### config.mk
export PLATFORM = sky130hd
export DESIGN_NAME = scr_sensor_setup
export DESIGN_NICKNAME = d
export VERILOG_FILES = /design/src/common/scr_pkg.sv /design/src/hw/scr_sensor_setup.sv
export VERILOG_INCLUDE_DIRS = /design/src /design/src/common
export SDC_FILE = /design/constraint.sdc
export NUM_CORES = 1
export LEC_CHECK = 0
export ABC_AREA = 0
export BUFFER_PORTS_ARGS = -buffer_cell sky130_fd_sc_hd__buf_2
export CELL_PAD_IN_SITES_DETAIL_PLACEMENT = 0
export CELL_PAD_IN_SITES_GLOBAL_PLACEMENT = 1
export CORE_ASPECT_RATIO = 0.7
export CORE_MARGIN = 3
export CORE_UTILIZATION = 42
export CTS_CLUSTER_DIAMETER = 150
export DETAILED_ROUTE_END_ITERATION = 10
export PLACE_DENSITY_LB_ADDON = 0.1
export SYNTH_ARGS = -nofsm -noshare
export SYNTH_HDL_FRONTEND = slang
export SYNTH_SLANG_ARGS = --single-unit
export TNS_END_PERCENT = 30
### constraint.sdc
create_clock -name clk_sys -period 5.4 [get_ports clk_sys]
set_input_delay 1.08 -clock clk_sys [delete_from_list [all_inputs] [get_ports clk_sys]]
set_output_delay 1.08 -clock clk_sys [all_outputs]
set_load 0.03 [all_outputs]
### src/common/scr_defines.svh
`ifndef SCR_DEFINES_SVH
`define SCR_DEFINES_SVH

// register map (word index on the device's internal register port)
`define SCR_SETUP_OFFSET      4'h1
`define SCR_SETUP_RESET       16'h0000

// field positions
`define SCR_ANGLE_HI          15
`define SCR_ANGLE_LO          14
`define SCR_INTERVAL_HI       13
`define SCR_INTERVAL_LO       10
`define SCR_CHAN_HI           9
`define SCR_CHAN_LO           6
`define SCR_ZRANGE_HI         5
`define SCR_ZRANGE_LO         4
`define SCR_YRANGE_HI         3
`define SCR_YRANGE_LO         2
`define SCR_XRANGE_HI         1
`define SCR_XRANGE_LO         0

// unused-code limits and fallbacks
`define SCR_INTERVAL_MAX      4'h9
`define SCR_INTERVAL_DEFAULT  4'h0
`define SCR_RANGE_LAST        2'h2
`define SCR_RANGE_DEFAULT     2'h0
`define SCR_CHAN_SEQ_FIRST    4'h8

// power state code in which the dwell applies
`define SCR_PWR_DUTY          3'h2

// dwell figures in milliseconds and cycles at 10 MHz
`define SCR_CLK_HZ            10000000
`define SCR_MS_CYCLES         (`SCR_CLK_HZ / 1000)

`endif

### src/common/scr_pkg.sv
package scr_pkg;

	typedef struct packed {
		logic [1:0] angle_pair;
		logic [3:0] low_power_interval;
		logic [3:0] axis_channel_select;
		logic [1:0] z_range;
		logic [1:0] y_range;
		logic [1:0] x_range;
	} scr_setup_t;

	// register port request from the serial front end
	typedef struct packed {
		logic        wr;
		logic        rd;
		logic [3:0]  addr;
		logic [15:0] wdata;
	} scr_req_t;

	// decoded view handed to the conversion logic
	typedef struct packed {
		logic        angle_on;
		logic [2:0]  angle_axes;        // bit0 x, bit1 y, bit2 z
		logic        dwell_active;
		logic [23:0] dwell_cycles;
		logic [2:0]  seq_len;
		logic [11:0] seq_axes;          // six 2-bit slots, 1=x 2=y 3=z, 0=none
	} scr_cfg_t;

	typedef struct packed {
		scr_setup_t  setup;
		logic [15:0] rdata;
		logic        rvalid;
		scr_cfg_t    cfg;
	} scr_state_t;

endpackage

### src/hw/scr_sensor_setup.sv
`timescale 1ns/1ps
`include "scr_defines.svh"
// How it works
// - setup register lives at index one, resets to zero, read/write with unused dwell and range codes folded.
// - bits 15:14 pick angle pair: off, X-Y, Y-Z, X-Z.
// - bits 13:10 pick dwell 1..1000 ms, used only in power state 010b.
// - dwell codes 0xA to 0xF act as code zero, one millisecond.
// - bits 9:6 pick axis channels; zero turns every channel off.
// - channel codes 1 to 7 are a mask: bit0 X, bit1 Y, bit2 Z.
// - channel codes 8 to 15 run XYX, YXY, YZY, ZYZ, ZXZ, XZX, XYZYX, XYZZYX.
// - two-bit ranges per axis: Z at 5:4, Y at 3:2, X at 1:0.
// - range 0 default mid scale, 1 low scale, 2 high scale.
// - range code 3 is replaced by range code zero.
// - power state code 2 is the duty-cycled state; others are other states.
module scr_sensor_setup
	import scr_pkg::*;
(
	input  wire logic        clk_sys,
	input  wire logic        srst,
	input  wire scr_req_t    req,
	input  wire logic [2:0]  power_state,
	output logic [15:0]      rdata,
	output logic             rvalid,
	output scr_setup_t       setup,
	output scr_cfg_t         cfg
);

	scr_state_t state;
	scr_state_t next_state;

	// the dwell and range fields pass their own fold, so unused codes never reach storage
	logic [3:0] fold_interval;
	logic [1:0] fold_zrange;
	logic [1:0] fold_yrange;
	logic [1:0] fold_xrange;

	// dwell codes past nine run as the one millisecond setting
	scr_code_fold
	#(
		.WIDTH        (4),
		.LAST_USED    (`SCR_INTERVAL_MAX),
		.DEFAULT_CODE (`SCR_INTERVAL_DEFAULT)
	)
	i_fold_interval
	(
		.code   (req.wdata[`SCR_INTERVAL_HI:`SCR_INTERVAL_LO]),
		.folded (fold_interval)
	);

	// z range, code 3 falls back to the default scale
	scr_code_fold
	#(
		.WIDTH        (2),
		.LAST_USED    (`SCR_RANGE_LAST),
		.DEFAULT_CODE (`SCR_RANGE_DEFAULT)
	)
	i_fold_zrange
	(
		.code   (req.wdata[`SCR_ZRANGE_HI:`SCR_ZRANGE_LO]),
		.folded (fold_zrange)
	);

	// y range, same fold as z
	scr_code_fold
	#(
		.WIDTH        (2),
		.LAST_USED    (`SCR_RANGE_LAST),
		.DEFAULT_CODE (`SCR_RANGE_DEFAULT)
	)
	i_fold_yrange
	(
		.code   (req.wdata[`SCR_YRANGE_HI:`SCR_YRANGE_LO]),
		.folded (fold_yrange)
	);

	// x range, same fold as z
	scr_code_fold
	#(
		.WIDTH        (2),
		.LAST_USED    (`SCR_RANGE_LAST),
		.DEFAULT_CODE (`SCR_RANGE_DEFAULT)
	)
	i_fold_xrange
	(
		.code   (req.wdata[`SCR_XRANGE_HI:`SCR_XRANGE_LO]),
		.folded (fold_xrange)
	);

	// dwell code to cycle count, one ms unit times the printed figure
	function automatic logic [23:0] dwell_of(input logic [3:0] code);
		logic [31:0] ms;
		ms = 32'd1;
		case (code)
			4'h0:    ms = 32'd1;
			4'h1:    ms = 32'd5;
			4'h2:    ms = 32'd10;
			4'h3:    ms = 32'd15;
			4'h4:    ms = 32'd20;
			4'h5:    ms = 32'd30;
			4'h6:    ms = 32'd50;
			4'h7:    ms = 32'd100;
			4'h8:    ms = 32'd500;
			4'h9:    ms = 32'd1000;
			default: ms = 32'd1;
		endcase
		dwell_of = 24'(ms * `SCR_MS_CYCLES);
	endfunction

	// sequence table, slots packed from slot 0 upward (1=x 2=y 3=z)
	function automatic logic [14:0] seq_of(input logic [3:0] code);
		logic [14:0] r;
		r = 15'h0000;
		case (code)
			4'h8:    r = {3'd3, 12'b00_00_00_01_10_01};  // xyx
			4'h9:    r = {3'd3, 12'b00_00_00_10_01_10};  // yxy
			4'ha:    r = {3'd3, 12'b00_00_00_10_11_10};  // yzy
			4'hb:    r = {3'd3, 12'b00_00_00_11_10_11};  // zyz
			4'hc:    r = {3'd3, 12'b00_00_00_11_01_11};  // zxz
			4'hd:    r = {3'd3, 12'b00_00_00_01_11_01};  // xzx
			4'he:    r = {3'd5, 12'b00_01_10_11_10_01};  // xyzyx
			4'hf:    r = {3'd6, 12'b01_10_11_11_10_01};  // xyzzyx
			default: r = 15'h0000;
		endcase
		seq_of = r;
	endfunction

	// mask codes enumerate enabled axes in x, y, z order
	function automatic logic [14:0] mask_seq(input logic [2:0] m);
		logic [11:0] s;
		logic [2:0]  n;
		s = 12'h000;
		n = 3'd0;
		for (int i = 0; i < 3; i++)
		begin
			if (m[i])
			begin
				s[n*2 +: 2] = 2'(i + 1);
				n = n + 3'd1;
			end
		end
		mask_seq = {n, s};
	endfunction

	// write filtering, register read port and decoded configuration
	always_comb
	begin
		logic [15:0] w;
		logic [14:0] sq;
		w = req.wdata;
		sq = 15'h0000;
		next_state = state;
		next_state.rvalid = 1'b0;
		if (req.wr && req.addr == `SCR_SETUP_OFFSET)
		begin
			next_state.setup.angle_pair = w[`SCR_ANGLE_HI:`SCR_ANGLE_LO];
			next_state.setup.low_power_interval = fold_interval;
			next_state.setup.axis_channel_select = w[`SCR_CHAN_HI:`SCR_CHAN_LO];
			// ranges arrive folded, so code 3 is never stored nor read back
			next_state.setup.z_range = fold_zrange;
			next_state.setup.y_range = fold_yrange;
			next_state.setup.x_range = fold_xrange;
		end
		// reads return the filtered contents, so a read after writing an unused code sees the default
		if (req.rd)
		begin
			next_state.rvalid = 1'b1;
			next_state.rdata = (req.addr == `SCR_SETUP_OFFSET) ? 16'(state.setup) : 16'h0000;
		end
		// decoded view follows the stored value, and dwell_active the power state, one cycle later
		next_state.cfg.angle_on = (state.setup.angle_pair != 2'h0);
		case (state.setup.angle_pair)
			2'h1:    next_state.cfg.angle_axes = 3'b011;
			2'h2:    next_state.cfg.angle_axes = 3'b110;
			2'h3:    next_state.cfg.angle_axes = 3'b101;
			default: next_state.cfg.angle_axes = 3'b000;
		endcase
		// dwell only steers the sequencer in the duty-cycled power state
		next_state.cfg.dwell_active = (power_state == `SCR_PWR_DUTY);
		next_state.cfg.dwell_cycles = dwell_of(state.setup.low_power_interval);
		if (state.setup.axis_channel_select >= `SCR_CHAN_SEQ_FIRST)
			sq = seq_of(state.setup.axis_channel_select);
		else
			sq = mask_seq(state.setup.axis_channel_select[2:0]);
		next_state.cfg.seq_len = sq[14:12];
		next_state.cfg.seq_axes = sq[11:0];
		if (srst)
		begin
			next_state = '0;
			next_state.setup = scr_setup_t'(`SCR_SETUP_RESET);
			next_state.cfg.dwell_cycles = 24'(`SCR_MS_CYCLES);
		end
	end

	// single state register, reset handled synchronously above
	always_ff @(posedge clk_sys)
	begin
		state <= next_state;
	end

	assign rdata = state.rdata;
	assign rvalid = state.rvalid;
	assign setup = state.setup;
	assign cfg = state.cfg;

endmodule

// folds every unused code of a field onto its default before it is stored,
// so the value read back is the one the conversion logic acts on;
// purely combinational, the caller's register holds the result
module scr_code_fold
	import scr_pkg::*;
#(
	parameter int unsigned      WIDTH        = 2,
	parameter logic [WIDTH-1:0] LAST_USED    = 2'h2,
	parameter logic [WIDTH-1:0] DEFAULT_CODE = 2'h0
)
(
	input  wire logic [WIDTH-1:0] code,
	output logic [WIDTH-1:0]      folded
);

	// unused codes sit above the last used one; a compare is cheaper than a table
	assign folded = (code > LAST_USED) ? DEFAULT_CODE : code;

endmodule

==> results.py <==
metrics = {
    "power": {
        "p_leak_nw": 3.053,
        "p_switching_mw": 0.3644,
        "pwr-share-comb_pct": 6.1,
        "switching_share_pct": 26.13,
        "seqPwrFrac_pct": 48.8,
        "p_int_mw": 1.030,
        "powerDensity_nw_per_um2": 235.5,
        "p_clk_share_pct": 45.1,
        "peakVddDrop_v": 0.0001619,
    },
    "logic_synthesis": {
        "synth_edf_count": 0,
        "synthMuxAreaShare_pct": 1.071,
        "synth_area_leader_cell": "dfxtp_1",
        "avgSynthCellArea_um2": 9.249,
        "synth_simple_gate_area_share_pct": 15.79,
        "syn_inst": 543,
        "ys.warnings.count": 0,
        "yosys.cell_types.count": 53,
        "synth_top_family_by_area": "adder cells",
        "synth_flop_cell": "dfxtp_1",
        "synthTopCellsByArea": "dfxtp_1, ha_1, fa_1",
        "async_flop_share_pct": 0,
        "synth_compound_area_share_pct": 13.73,
        "synth-seq-cells": 91,
        "synthXorXnorAreaFrac_pct": 1.395,
        "synth_adder_area_share_pct": 24.91,
        "syn_area_um2": 5022,
        "synth_top_area_share_pct": 36.27,
        "synth-seq-area-share_pct": 36.27,
    },
    "cts": {
        "numCtsBuffers": 9,
        "cts_resized": 0,
        "cts_root_buffer": "clkbuf_16",
        "path_clk_slew_ns": 0.07,
        "cts_tree": "yes",
        "htree_num_levels": 3,
        "clock_latency_ns": 0.35,
        "holdBufCountCts": 0,
        "post_cts_buffers": 0,
        "numClockSinks": 91,
        "clk_path_buf_depth": 2,
    },
    "drt": {
        "drc": 0,
        "dr_total_vias": 3906,
        "finalWirelength_um": 11750,
        "vias_per_cell": 4.926,
        "antenna_left": 0,
        "dr.pass1.iters": 4,
        "drtIter0Drc": 156,
        "wl_per_cell_um": 14.82,
    },
    "timing": {
        "tightest_slew_ns": 1.003,
        "whs_ns": 0.4521,
        "setup_tns_ns": 0,
        "fmax_ghz": 0.2220,
        "min_period_ns": 4.505,
        "relSlewSlack_pct": 33.13,
        "skew_ns": 0.009336,
        "grt_setup_unrepaired": "false",
        "setup_viol": 0,
        "fin_crit_sh_pct": 83.42,
        "finalHoldViolations": 0,
        "slew_violations": 0,
    },
    "setup_path": {
        "path_max_fanout": 7,
        "r2r_cells": 15,
        "path_class": "reg2reg",
        "reg2reg_slack_ns": 0.90,
        "reg2reg_to": "cfg[35]",
        "crit_path_end_kind": "flop",
        "required_ns": 5.63,
        "cp-start-kind": "flop",
        "worstPathArrival_ns": 4.74,
    },
    "place": {
        "portBuffers": 99,
        "dp_hpwl_um": 8905,
        "gp_congestion": 0.8537,
    },
    "die": {
        "row_count": 32,
        "coreArea_um2": 11330,
        "die_x_um": 136.7,
        "io_pins": 104,
        "fp.dieH_um": 97.49,
        "start_util_pct": 44.32,
        "die_area_um2": 13330,
    },
    "global_route": {
        "grt_pass1_vias": 3658,
        "grt_max_degree": 46,
        "grt.total_usage_pct": 17.70,
        "antenna_found_initial": 0,
        "overflow": 0,
        "grt_pass1_wl_um": 18890,
    },
    "cells_and_area": {
        "syn_to_final_growth_pct": 17.91,
        "nNetsFinal": 753,
        "drive_gt1_share_pct": 20.94,
        "antennaDiodeCount": 0,
        "nFillCells": 1064,
    },
    "min_path": {
        "min_to": "cfg[3]",
        "hold_class": "reg2reg",
        "hold_depth": 2,
    },
    "outcome": {
        "outcome": "complete, no violations",
    },
    "run": {
        "max-cap-violations": 0,
    },
}
==> how the worst max path moves through the flow <==
stage	start	to	cells past startpoint
floorplan	flop	cfg[35]	15
global placement	flop	cfg[35]	15
detailed placement	flop	cfg[35]	15
CTS	flop	cfg[35]	15
global route	flop	cfg[38]	15
finish	flop	cfg[35]	15
==> layout make-up <==
cell class / instances / area (um2) / share of cell area, %
tap: 153 / 191.4 / 3.233
sequential: 91 / 1822 / 30.76
multi-input combinational: 372 / 2877 / 48.57
clock buffer: 9 / 225.2 / 3.803
clock inverter: 7 / 67.56 / 1.141
timing repair buffer: 102 / 518.0 / 8.747
inverter: 59 / 221.5 / 3.740
==> cells in the mapped netlist, drive strengths merged (3+ instances only) <==
cell type / n
dfxtp: 91
ha: 76
inv: 59
a21oi: 56
nor2: 56
nor2b: 25
nand2: 18
o21ai: 18
fa: 15
buf: 13
a21o: 12
clkbuf: 12
nor3b: 9
a211oi: 8
nand3: 8
or2: 7
nor3: 5
and2: 4
nand4: 4
o21bai: 4
xnor2: 4
xor2: 4
and3: 3
mux2: 3
nor4b: 3
o22ai: 3
or3: 3
==> critical path, stage by stage (launching register included) <==
cell      delay [ns]
dfxtp_1         0.42
inv_1           0.13
fa_1            0.54
inv_1           0.04
ha_1            0.26
inv_1           0.05
fa_1            0.52
inv_1           0.04
ha_1            0.28
ha_1            0.29
ha_1            0.40
a21o_1          0.25
a221o_1         0.40
and2_1          0.17
a311oi_1        0.27
mux2_1          0.34
==> kinds of logic after synthesis <==
group                    after synthesis
other                                  1
multiplexers                           5
flip-flops                            91
adder cells (fa/ha/maj)               91
AND/OR/NAND/NOR                      149
buffers and inverters                 84
AO/OA/AOI/OAI                        114
XOR/XNOR                               8
==> routing by layer <==
metal	part of all wire [%]	track usage [%]	vias up
li1	-	-	2006
met1	57	28.65	1789
met2	36	22.63	102
met3	6.5	4.607	9
met4	0.71	4.183	0
met5	0	0	-
==> power groups by stage <==
stage	registers, mW	logic [mW]	clock network [mW]
global route	0.681	0.0941	0.674
global placement	0.696	0.0845	0
finish	0.681	0.0850	0.629
detailed placement	0.696	0.0846	0
CTS	0.680	0.0852	0.647
floorplan	0.705	0.0484	0
==> stage by stage <==
| stage | worst slack, ns | instances | power [mW] | utilization, % | cell area, um2 |
|---|---|---|---|---|---|
| 2_1_floorplan | 1.040 | 547 | 0.7538 | - | 5037 |
| 3_3_place_gp | 0.9987 | 777 | 0.7806 | 49.68 | 5629 |
| 3_5_place_dp | 0.9010 | 777 | 0.7809 | 49.68 | 5629 |
| 4_1_cts | 0.8894 | 793 | 1.412 | 52.26 | 5922 |
| 5_1_grt | 0.5781 | 793 | 1.449 | 52.26 | 5922 |
| 6_report | 0.8954 | 793 | 1.394 | 52.26 | 5922 |
==> layout by cell type (no fill, tap or decap), types with 4 or more instances in the layout <==
cell       synthesis  final
or2_2              6      6
a21oi_1           55     55
xor2_1             4      4
nor2b_1           25     25
conb_1             1      5
o21ai_0           16     16
xnor2_1            4      4
nor3_1             5      5
fa_1              15     15
nor3b_1            9      9
nand4_1            4      4
dfxtp_1           91     91
nor2_1            56     56
ha_1              76     76
nand3_1            8      8
buf_2              4     99
a211oi_1           8      8
inv_1             59     59
a21o_1            12     12
clkbuf_16          0      9
inv_8              0      4
nand2_1           17     17
o21bai_1           4      4
Power figures use the tool's default switching activity.
